File: config.mk
export PLATFORM = sky130hd
export DESIGN_NAME = bank_cmd_fsm
export DESIGN_NICKNAME = d
export VERILOG_FILES = /design/src/rtl/bank_cmd_pkg.sv /design/src/rtl/bank_cmd_fsm.sv
export SDC_FILE = /design/constraint.sdc
export NUM_CORES = 1
export LEC_CHECK = 0
export BUFFER_PORTS_ARGS = -buffer_cell sky130_fd_sc_hd__buf_4
export CAP_MARGIN = 20
export CORE_ASPECT_RATIO = 1.75
export CORE_MARGIN = 2
export CORE_UTILIZATION = 50
export DETAILED_ROUTE_END_ITERATION = 10
export GPL_TIMING_DRIVEN = 0
export PLACE_DENSITY = 0.75
export SYNTH_ARGS = -nofsm -noshare
export SYNTH_HDL_FRONTEND = slang
export SYNTH_SLANG_ARGS = --single-unit
export TNS_END_PERCENT = 30
File: constraint.sdc
create_clock -name mclk -period 6.4 [get_ports mclk]
set_clock_uncertainty 0.05 [all_clocks]
set_input_delay 1.28 -clock mclk [delete_from_list [all_inputs] [get_ports mclk]]
set_output_delay 1.28 -clock mclk [all_outputs]
set_load 0.005 [all_outputs]
File: src/rtl/bank_cmd_pkg.sv
// constants and types for the two-bank command state machine
`default_nettype none
package bank_cmd_pkg;
   localparam int unsigned CLK_MHZ = 50;
   // times in ns as printed defaults, converted to cycles (rounded up)
   localparam int unsigned T_RP_NS = 20;
   localparam int unsigned T_RCD_NS = 20;
   localparam int unsigned T_WR_NS = 20;
   localparam int unsigned T_DAL_NS = 40;
   localparam int unsigned T_RC_NS = 70;
   localparam int unsigned T_MCD_NS = 40;
   localparam int unsigned RP_CYC = (T_RP_NS * CLK_MHZ + 999) / 1000;
   localparam int unsigned RCD_CYC = (T_RCD_NS * CLK_MHZ + 999) / 1000;
   localparam int unsigned WR_CYC = (T_WR_NS * CLK_MHZ + 999) / 1000;
   localparam int unsigned DAL_CYC = (T_DAL_NS * CLK_MHZ + 999) / 1000;
   localparam int unsigned RC_CYC = (T_RC_NS * CLK_MHZ + 999) / 1000;
   localparam int unsigned MCD_CYC = (T_MCD_NS * CLK_MHZ + 999) / 1000;
   localparam int unsigned TW = 4;
   localparam int unsigned ADDR_W = 12;
   localparam int unsigned BANK_BIT = 11;
   localparam int unsigned AP_BIT = 10;
   localparam int unsigned COL_W = 8;
   localparam int unsigned ROW_W = 11;
   // mode code: burst length field, full page = 3'b111
   localparam logic [2:0] BL_FULL_PAGE = 3'h7;
   localparam int unsigned BL_LSB = 0;
   localparam logic [ADDR_W-1:0] MODE_RESET = 12'h000;
   localparam logic [8:0] FULL_PAGE_LEN = 9'h100;

   // {cs_n, ras_n, cas_n, we_n}
   typedef enum logic [3:0] {
      nop_cmd = 4'h7,
      burst_stop_cmd = 4'h6,
      read_cmd = 4'h5,
      write_cmd = 4'h4,
      row_activate_cmd = 4'h3,
      precharge_cmd = 4'h2,
      refresh_cmd = 4'h1,
      mode_register_load_cmd = 4'h0,
      deselect_cmd = 4'h8
   } cmd_t;

   typedef struct packed {
      logic cs_n;
      logic ras_n;
      logic cas_n;
      logic we_n;
      logic [ADDR_W-1:0] addr;
   } cmd_bus_t;

   typedef enum logic [8:0] {
      st_idle = 9'h001,
      st_row_wait = 9'h002,
      st_active = 9'h004,
      st_write = 9'h008,
      st_write_ap = 9'h010,
      st_wr_rec = 9'h020,
      st_wr_rec_ap = 9'h040,
      st_precharge = 9'h080,
      st_read = 9'h100
   } bank_st_t;

   typedef enum logic [3:0] {
      dev_normal = 4'h1,
      dev_refresh = 4'h2,
      dev_mode = 4'h4,
      dev_self_refresh = 4'h8
   } dev_st_t;
endpackage
`default_nettype wire

File: src/rtl/bank_cmd_fsm.sv
// two-bank command decoder and per-bank state machine
`default_nettype none
module bank_cmd_fsm (
   // clock and reset
   input wire logic mclk,
   input wire logic arst_n,
   // command pins
   input wire logic cke,
   input wire bank_cmd_pkg::cmd_bus_t cmd_in,
   // burst end indication from the data path, one per bank
   input wire logic [1:0] burst_done,
   // state outputs
   output logic [1:0] bank_idle,
   output logic [1:0] bank_active,
   output logic illegal_cmd,
   output logic [bank_cmd_pkg::ADDR_W-1:0] mode_code_q,
   output logic [bank_cmd_pkg::ROW_W-1:0] refresh_row_q,
   output logic [bank_cmd_pkg::COL_W-1:0] column_q,
   output logic self_refresh
);
   bank_cmd_pkg::cmd_t cmd;
   logic tgt;
   logic both_idle;
   logic full_page;
   bank_cmd_pkg::dev_st_t dev_q;
   logic [bank_cmd_pkg::TW-1:0] dev_cnt_q;
   logic [1:0] bad;
   logic dev_bad;

   // decode sampled pins; deselect whenever select is high
   function automatic bank_cmd_pkg::cmd_t decode(input bank_cmd_pkg::cmd_bus_t c);
      if (c.cs_n) begin
         decode = bank_cmd_pkg::deselect_cmd;
      end else begin
         decode = bank_cmd_pkg::cmd_t'({1'b0, c.ras_n, c.cas_n, c.we_n});
      end
   endfunction

   function automatic logic is_nop(input bank_cmd_pkg::cmd_t c);
      is_nop = (c == bank_cmd_pkg::deselect_cmd) || (c == bank_cmd_pkg::nop_cmd)
         || (c == bank_cmd_pkg::burst_stop_cmd);
   endfunction

   // self-refresh ignores all pins but cke
   assign cmd = (dev_q == bank_cmd_pkg::dev_self_refresh || !cke)
      ? bank_cmd_pkg::deselect_cmd : decode(cmd_in);
   assign tgt = cmd_in.addr[bank_cmd_pkg::BANK_BIT];
   assign both_idle = &bank_idle;
   assign full_page = (mode_code_q[bank_cmd_pkg::BL_LSB +: 3] == bank_cmd_pkg::BL_FULL_PAGE);
   assign self_refresh = (dev_q == bank_cmd_pkg::dev_self_refresh);

   genvar b;
   generate
      for (b = 0; b < 2; b++) begin : g_bank
         bank_cmd_pkg::bank_st_t st_q;
         logic [bank_cmd_pkg::TW-1:0] cnt_q;
         logic [8:0] burst_q;
         logic ap_q;
         logic mine;
         logic dev_free;
         assign mine = (tgt == b[0]);
         assign dev_free = (dev_q == bank_cmd_pkg::dev_normal);
         assign bank_idle[b] = (st_q == bank_cmd_pkg::st_idle);
         assign bank_active[b] = (st_q == bank_cmd_pkg::st_active);

         // illegal commands for this bank; commands to the other bank pass
         always_comb begin
            bad[b] = 1'b0;
            if (dev_free && mine) begin
               unique case (st_q)
                  bank_cmd_pkg::st_idle:
                     bad[b] = (cmd == bank_cmd_pkg::read_cmd) || (cmd == bank_cmd_pkg::write_cmd);
                  bank_cmd_pkg::st_active, bank_cmd_pkg::st_read, bank_cmd_pkg::st_write:
                     bad[b] = (cmd == bank_cmd_pkg::row_activate_cmd);
                  bank_cmd_pkg::st_wr_rec:
                     bad[b] = (cmd == bank_cmd_pkg::row_activate_cmd)
                        || (cmd == bank_cmd_pkg::precharge_cmd);
                  bank_cmd_pkg::st_row_wait:
                     bad[b] = !is_nop(cmd) && (cmd != bank_cmd_pkg::refresh_cmd)
                        && (cmd != bank_cmd_pkg::mode_register_load_cmd);
                  bank_cmd_pkg::st_precharge:
                     bad[b] = (cmd == bank_cmd_pkg::read_cmd) || (cmd == bank_cmd_pkg::write_cmd)
                        || (cmd == bank_cmd_pkg::row_activate_cmd);
                  bank_cmd_pkg::st_write_ap, bank_cmd_pkg::st_wr_rec_ap:
                     bad[b] = !is_nop(cmd) && (cmd != bank_cmd_pkg::refresh_cmd)
                        && (cmd != bank_cmd_pkg::mode_register_load_cmd)
                        && !(st_q == bank_cmd_pkg::st_write_ap
                        && cmd == bank_cmd_pkg::burst_stop_cmd);
                  default: bad[b] = 1'b0;
               endcase
               if (st_q == bank_cmd_pkg::st_write_ap && cmd == bank_cmd_pkg::burst_stop_cmd) begin
                  bad[b] = 1'b1;
               end
            end
         end

         // bank state; timers count down the documented intervals
         always_ff @(posedge mclk or negedge arst_n) begin
            if (!arst_n) begin
               st_q <= bank_cmd_pkg::st_idle;
               cnt_q <= '0;
               ap_q <= 1'b0;
            end else if (!bad[b] && !dev_bad) begin
               if (cnt_q != '0) begin
                  cnt_q <= cnt_q - 1'b1;
               end
               unique case (st_q)
                  bank_cmd_pkg::st_idle:
                     if (dev_free && mine && cmd == bank_cmd_pkg::row_activate_cmd) begin
                        st_q <= bank_cmd_pkg::st_row_wait;
                        cnt_q <= bank_cmd_pkg::TW'(bank_cmd_pkg::RCD_CYC - 1);
                     end
                  bank_cmd_pkg::st_row_wait:
                     if (cnt_q == '0) begin
                        st_q <= bank_cmd_pkg::st_active;
                     end
                  bank_cmd_pkg::st_active, bank_cmd_pkg::st_read, bank_cmd_pkg::st_write,
                  bank_cmd_pkg::st_wr_rec: begin
                     if (st_q == bank_cmd_pkg::st_wr_rec && cnt_q == '0) begin
                        st_q <= bank_cmd_pkg::st_active;
                     end
                     if (st_q == bank_cmd_pkg::st_write && burst_done[b]) begin
                        st_q <= bank_cmd_pkg::st_wr_rec;
                        cnt_q <= bank_cmd_pkg::TW'(bank_cmd_pkg::WR_CYC - 1);
                     end
                     // read burst end: auto-precharge goes straight to precharge
                     if (st_q == bank_cmd_pkg::st_read && burst_done[b]) begin
                        st_q <= ap_q ? bank_cmd_pkg::st_precharge : bank_cmd_pkg::st_active;
                        cnt_q <= bank_cmd_pkg::TW'(bank_cmd_pkg::RP_CYC - 1);
                     end
                     if (st_q != bank_cmd_pkg::st_active && cmd == bank_cmd_pkg::burst_stop_cmd
                         && full_page) begin
                        st_q <= bank_cmd_pkg::st_active;
                     end
                     if (mine && (cmd == bank_cmd_pkg::read_cmd
                         || cmd == bank_cmd_pkg::write_cmd)) begin
                        // auto-precharge read ends straight in precharge
                        if (cmd == bank_cmd_pkg::write_cmd) begin
                           st_q <= cmd_in.addr[bank_cmd_pkg::AP_BIT]
                              ? bank_cmd_pkg::st_write_ap : bank_cmd_pkg::st_write;
                        end else begin
                           st_q <= bank_cmd_pkg::st_read;
                           ap_q <= cmd_in.addr[bank_cmd_pkg::AP_BIT];
                        end
                     end
                     if (mine && cmd == bank_cmd_pkg::precharge_cmd) begin
                        st_q <= bank_cmd_pkg::st_precharge;
                        cnt_q <= bank_cmd_pkg::TW'(bank_cmd_pkg::RP_CYC - 1);
                     end
                     if (!mine && cmd == bank_cmd_pkg::precharge_cmd
                         && cmd_in.addr[bank_cmd_pkg::AP_BIT]) begin
                        st_q <= bank_cmd_pkg::st_precharge; // all-bank precharge
                        cnt_q <= bank_cmd_pkg::TW'(bank_cmd_pkg::RP_CYC - 1);
                     end
                  end
                  bank_cmd_pkg::st_write_ap:
                     if (burst_done[b]) begin
                        st_q <= bank_cmd_pkg::st_wr_rec_ap;
                        cnt_q <= bank_cmd_pkg::TW'(bank_cmd_pkg::DAL_CYC - 1);
                     end
                  bank_cmd_pkg::st_wr_rec_ap:
                     if (cnt_q == '0) begin
                        st_q <= bank_cmd_pkg::st_idle;
                     end
                  bank_cmd_pkg::st_precharge:
                     if (cnt_q == '0) begin
                        st_q <= bank_cmd_pkg::st_idle;
                     end
                  default: st_q <= bank_cmd_pkg::st_idle;
               endcase
            end
         end
      end
   endgenerate

   // refresh and mode load need both banks idle; all else illegal meanwhile
   assign dev_bad = (dev_q == bank_cmd_pkg::dev_refresh || dev_q == bank_cmd_pkg::dev_mode)
      ? !is_nop(cmd)
      : ((cmd == bank_cmd_pkg::refresh_cmd || cmd == bank_cmd_pkg::mode_register_load_cmd)
         && !both_idle);
   assign illegal_cmd = |bad || dev_bad;

   // device-wide refresh, mode-load and self-refresh state
   always_ff @(posedge mclk or negedge arst_n) begin
      if (!arst_n) begin
         dev_q <= bank_cmd_pkg::dev_normal;
         dev_cnt_q <= '0;
         mode_code_q <= bank_cmd_pkg::MODE_RESET;
         refresh_row_q <= '0;
      end else begin
         if (dev_cnt_q != '0) begin
            dev_cnt_q <= dev_cnt_q - 1'b1;
         end
         unique case (dev_q)
            bank_cmd_pkg::dev_normal:
               if (!dev_bad && cmd_in.cs_n == 1'b0 && both_idle
                   && decode(cmd_in) == bank_cmd_pkg::refresh_cmd) begin
                  // internal row counter, address pins ignored
                  refresh_row_q <= refresh_row_q + 1'b1;
                  dev_q <= cke ? bank_cmd_pkg::dev_refresh : bank_cmd_pkg::dev_self_refresh;
                  dev_cnt_q <= bank_cmd_pkg::TW'(bank_cmd_pkg::RC_CYC - 1);
               end else if (!dev_bad && cmd == bank_cmd_pkg::mode_register_load_cmd) begin
                  mode_code_q <= cmd_in.addr;
                  dev_q <= bank_cmd_pkg::dev_mode;
                  dev_cnt_q <= bank_cmd_pkg::TW'(bank_cmd_pkg::MCD_CYC - 1);
               end
            bank_cmd_pkg::dev_refresh, bank_cmd_pkg::dev_mode:
               if (dev_cnt_q == '0) begin
                  dev_q <= bank_cmd_pkg::dev_normal;
               end
            bank_cmd_pkg::dev_self_refresh:
               if (cke) begin
                  dev_q <= bank_cmd_pkg::dev_normal;
               end
            default: dev_q <= bank_cmd_pkg::dev_normal;
         endcase
      end
   end

   // column taken from low eight bits; a8 and a9 dropped
   always_ff @(posedge mclk or negedge arst_n) begin
      if (!arst_n) begin
         column_q <= '0;
      end else if (!illegal_cmd
                   && (cmd == bank_cmd_pkg::read_cmd || cmd == bank_cmd_pkg::write_cmd)) begin
         column_q <= cmd_in.addr[bank_cmd_pkg::COL_W-1:0];
      end
   end
endmodule
`default_nettype wire

==> run summary <==
Critical Path Start: cmd_in[12]
WP data arrival: 3.18 ns
Final hold violation count: 0
Initial Util: 51.2%
Count of cell types in the netlist: 66
Post-synth top flop: dfrtp_1
Worst EP required: 5.07 ns
P_int: 1.12 mW
Most frequent cell after synthesis: dfrtp_1
Commonest cells post-synth: dfrtp_1, nand2_1, nor2_1, mux2_2
Drt drc: 0
Worst vdd ir: 0.000285 V
Max_slew headroom: 43.1%
Pwr Density: 353 nW/um^2
Via/cell ratio: 6.15
I/O pin count: 58
Slew @ Worst Pin: 0.854 ns
Post-CTS Hold Buffers: 0
CTS tree: yes
Status: completed
HP Class: reg2reg
DP HPWL: 7.67 mm
Ys Warns: 0
Diodes inserted: 0
WL met3: 580 um
Lkg Pwr: 2.18 nW
Syn Nets: 452
Drt first pass iters: 5
Total congestion overflow: 0
Post_cts resized: 0
Max Cap Viol: 0
Area contributors post-synth: dfrtp_1, mux2_2, nand2_1
Synth Instances: 427
First DRT Iteration DRCs: 299
Mapped Area: 4050 um^2
Metal2 WL: 5.41 mm
Yosys top cell by area: dfrtp_1
Routed WL: 10.3 mm
Sink Count: 67
GP Congestion: 0.980
Critical path startpoint category: primary input
Critical path class: in2out
Post-synth top area share: 39.6%
Clk_lat worst skew: 0.34 ns
Setup TNS: 0 ns
Die width: 72.0 um
CP Max Fanout: 10
Asr flop ratio synth: 100%
Setup crit end kind: output pin
Final setup viols: 0
Synth Register Bits: 67
Via count: 3,614
DIE AREA: 8860 um^2
Die Y: 123 um
Wire length per cell: 17.5 um
Row count: 43
P&R area growth vs syn: 20.3%
Net load switching power: 0.595 mW
Met1 WL: 3.83 mm
Post-Route Utilization: 61.6%
Clock Power Share: 28.8%
CTS Root Cell: clkbuf_16
Clock Tree Buf Depth: 2
Hold_ws: 0.421 ns
Layout cells sized above 1: 23.5%
Num CTS Buffers: 9
Initial antenna violation count: 0
PnR worst setup slack: 1.89 ns
Total Routing Usage GR: 24.7%
Layout Nets: 518
R2R Path Start: dev_q[0]
Peak Freq: 222 MHz
Post-synthesis sequential area ratio: 41.5%
Htree depth: 3
Vias in the first global route: 3,600
RSZ-0062 raised after global routing: no
Sw Share: 34.6%
Largest net degree at the start of global routing: 68
Worst Setup EP: illegal_cmd
Syn_area_per_cell: 9.48 um^2
ANT nets after route: 0
Combinational power share: 36.8%
Fin. max-slew vios: 0
Pwr Total: 1.72 mW
Final Cycle Share: 70.4%
Register share of total power: 34.4%
Post-CTS Setup Inserts: 0
Port Buffers: 55
R2R Setup Slk: 2.90 ns
Top Metal Used: met4
First-pass GRT wire length: 16.9 mm
Core ar.: 7910 um^2
Clock-pin slew on the worst setup and hold paths: 0.05 ns
Reg2Reg Capture Point: g_bank[1].st_q[5]
Worst r2r path cells: 8
Final Critical Period: 4.51 ns
Pre-CTS setup slack: 2.00 ns
Post-synth EDFFs: 0
## per-layer routing
layer	track usage (%)	up-vias
li1	-	1706
met1	27.4	1745
met2	42.8	124
met3	4.89	39
met4	15.2	0
met5	0	-
## per-stage QoR
stage               cell area [um^2]  std cells
detailed placement              4570        572
CTS                             4870        588
finish                          4870        588
global placement                4570        572
floorplan                       4050        427
global route                    4870        588
## power groups by stage
stage | sequential (mW) | clock [mW] | combinational [mW]
final | 0.591 | 0.495 | 0.632
after global routing | 0.602 | 0.521 | 0.707
after CTS | 0.592 | 0.503 | 0.630
after detailed placement | 0.598 | 0 | 0.625
after global placement | 0.591 | 0 | 0.607
after floorplan | 0.584 | 0 | 0.423
## critical path, stage by stage
cell and delay [ns]:
clkbuf_1 0.38, nand2b_1 0.18, o2111ai_1 0.21, a311oi_1 0.11, o41ai_1 0.47, o211ai_1 0.31
buf_4 0.22
## flip-flops by register name (all words and copies together), names as in the netlist
signal	flops
mode_code_q	12
g_bank.cnt_q	8
g_bank.ap_q	2
g_bank.st_q	18
dev_q	4
refresh_row_q	11
column_q	8
dev_cnt_q	4
## kinds of logic (layout without fill, tap and decap cells)
logic type      after synthesis  after routing  share of synthesized area (%)
simple gates                190            190                           26.3
compound gates               76             76                           14.0
flops                        67             67                           41.5
buf+inv                      37            108                           3.62
mux                          32             32                           8.84
xor+xnor                     21             21                           4.54
fa+ha+maj                     4              4                           1.24
## worst min-delay path by stage
stage | startpoint | end | slack, ns | cells past startpoint
global route | refresh_row_q[10] | refresh_row_q[10] | 0.46 | 1
global placement | refresh_row_q[10] | refresh_row_q[10] | 0.41 | 1
CTS | refresh_row_q[10] | refresh_row_q[10] | 0.42 | 1
finish | refresh_row_q[10] | refresh_row_q[10] | 0.42 | 1
detailed placement | refresh_row_q[10] | refresh_row_q[10] | 0.41 | 1
floorplan | refresh_row_q[10] | refresh_row_q[10] | 0.41 | 1
## cell type report
class                   count  area, um^2
clock buffers              12         246
flip-flops and latches     67        1680
well taps                  90         113
fillers                   684        3040
multi-input cells         323        2220
plain buffers              20        82.6
repair buffers             55         413
clock inverters             4        50.0
inverters                  17        63.8
## cell usage in the layout (no fill, tap or decap), types with 5 or more instances in the layout
cell	netlist	routed
nand4_1	11	11
buf_4	1	56
xnor2_1	11	11
inv_1	16	16
nor2b_1	5	5
o21ai_0	17	17
clkbuf_16	0	9
nor4_1	9	9
nor4b_1	7	7
nand2_1	41	41
or3_1	9	9
nand3_1	9	9
a211oi_1	5	5
nand3b_1	8	8
a21oi_1	14	14
nand2b_1	10	10
clkbuf_1	16	18
dfrtp_1	64	64
and3_1	5	5
nor2_1	35	35
xor2_1	10	10
mux2_2	29	29
nor3_1	17	17
Note: power is estimated with default switching activity, not from simulation.
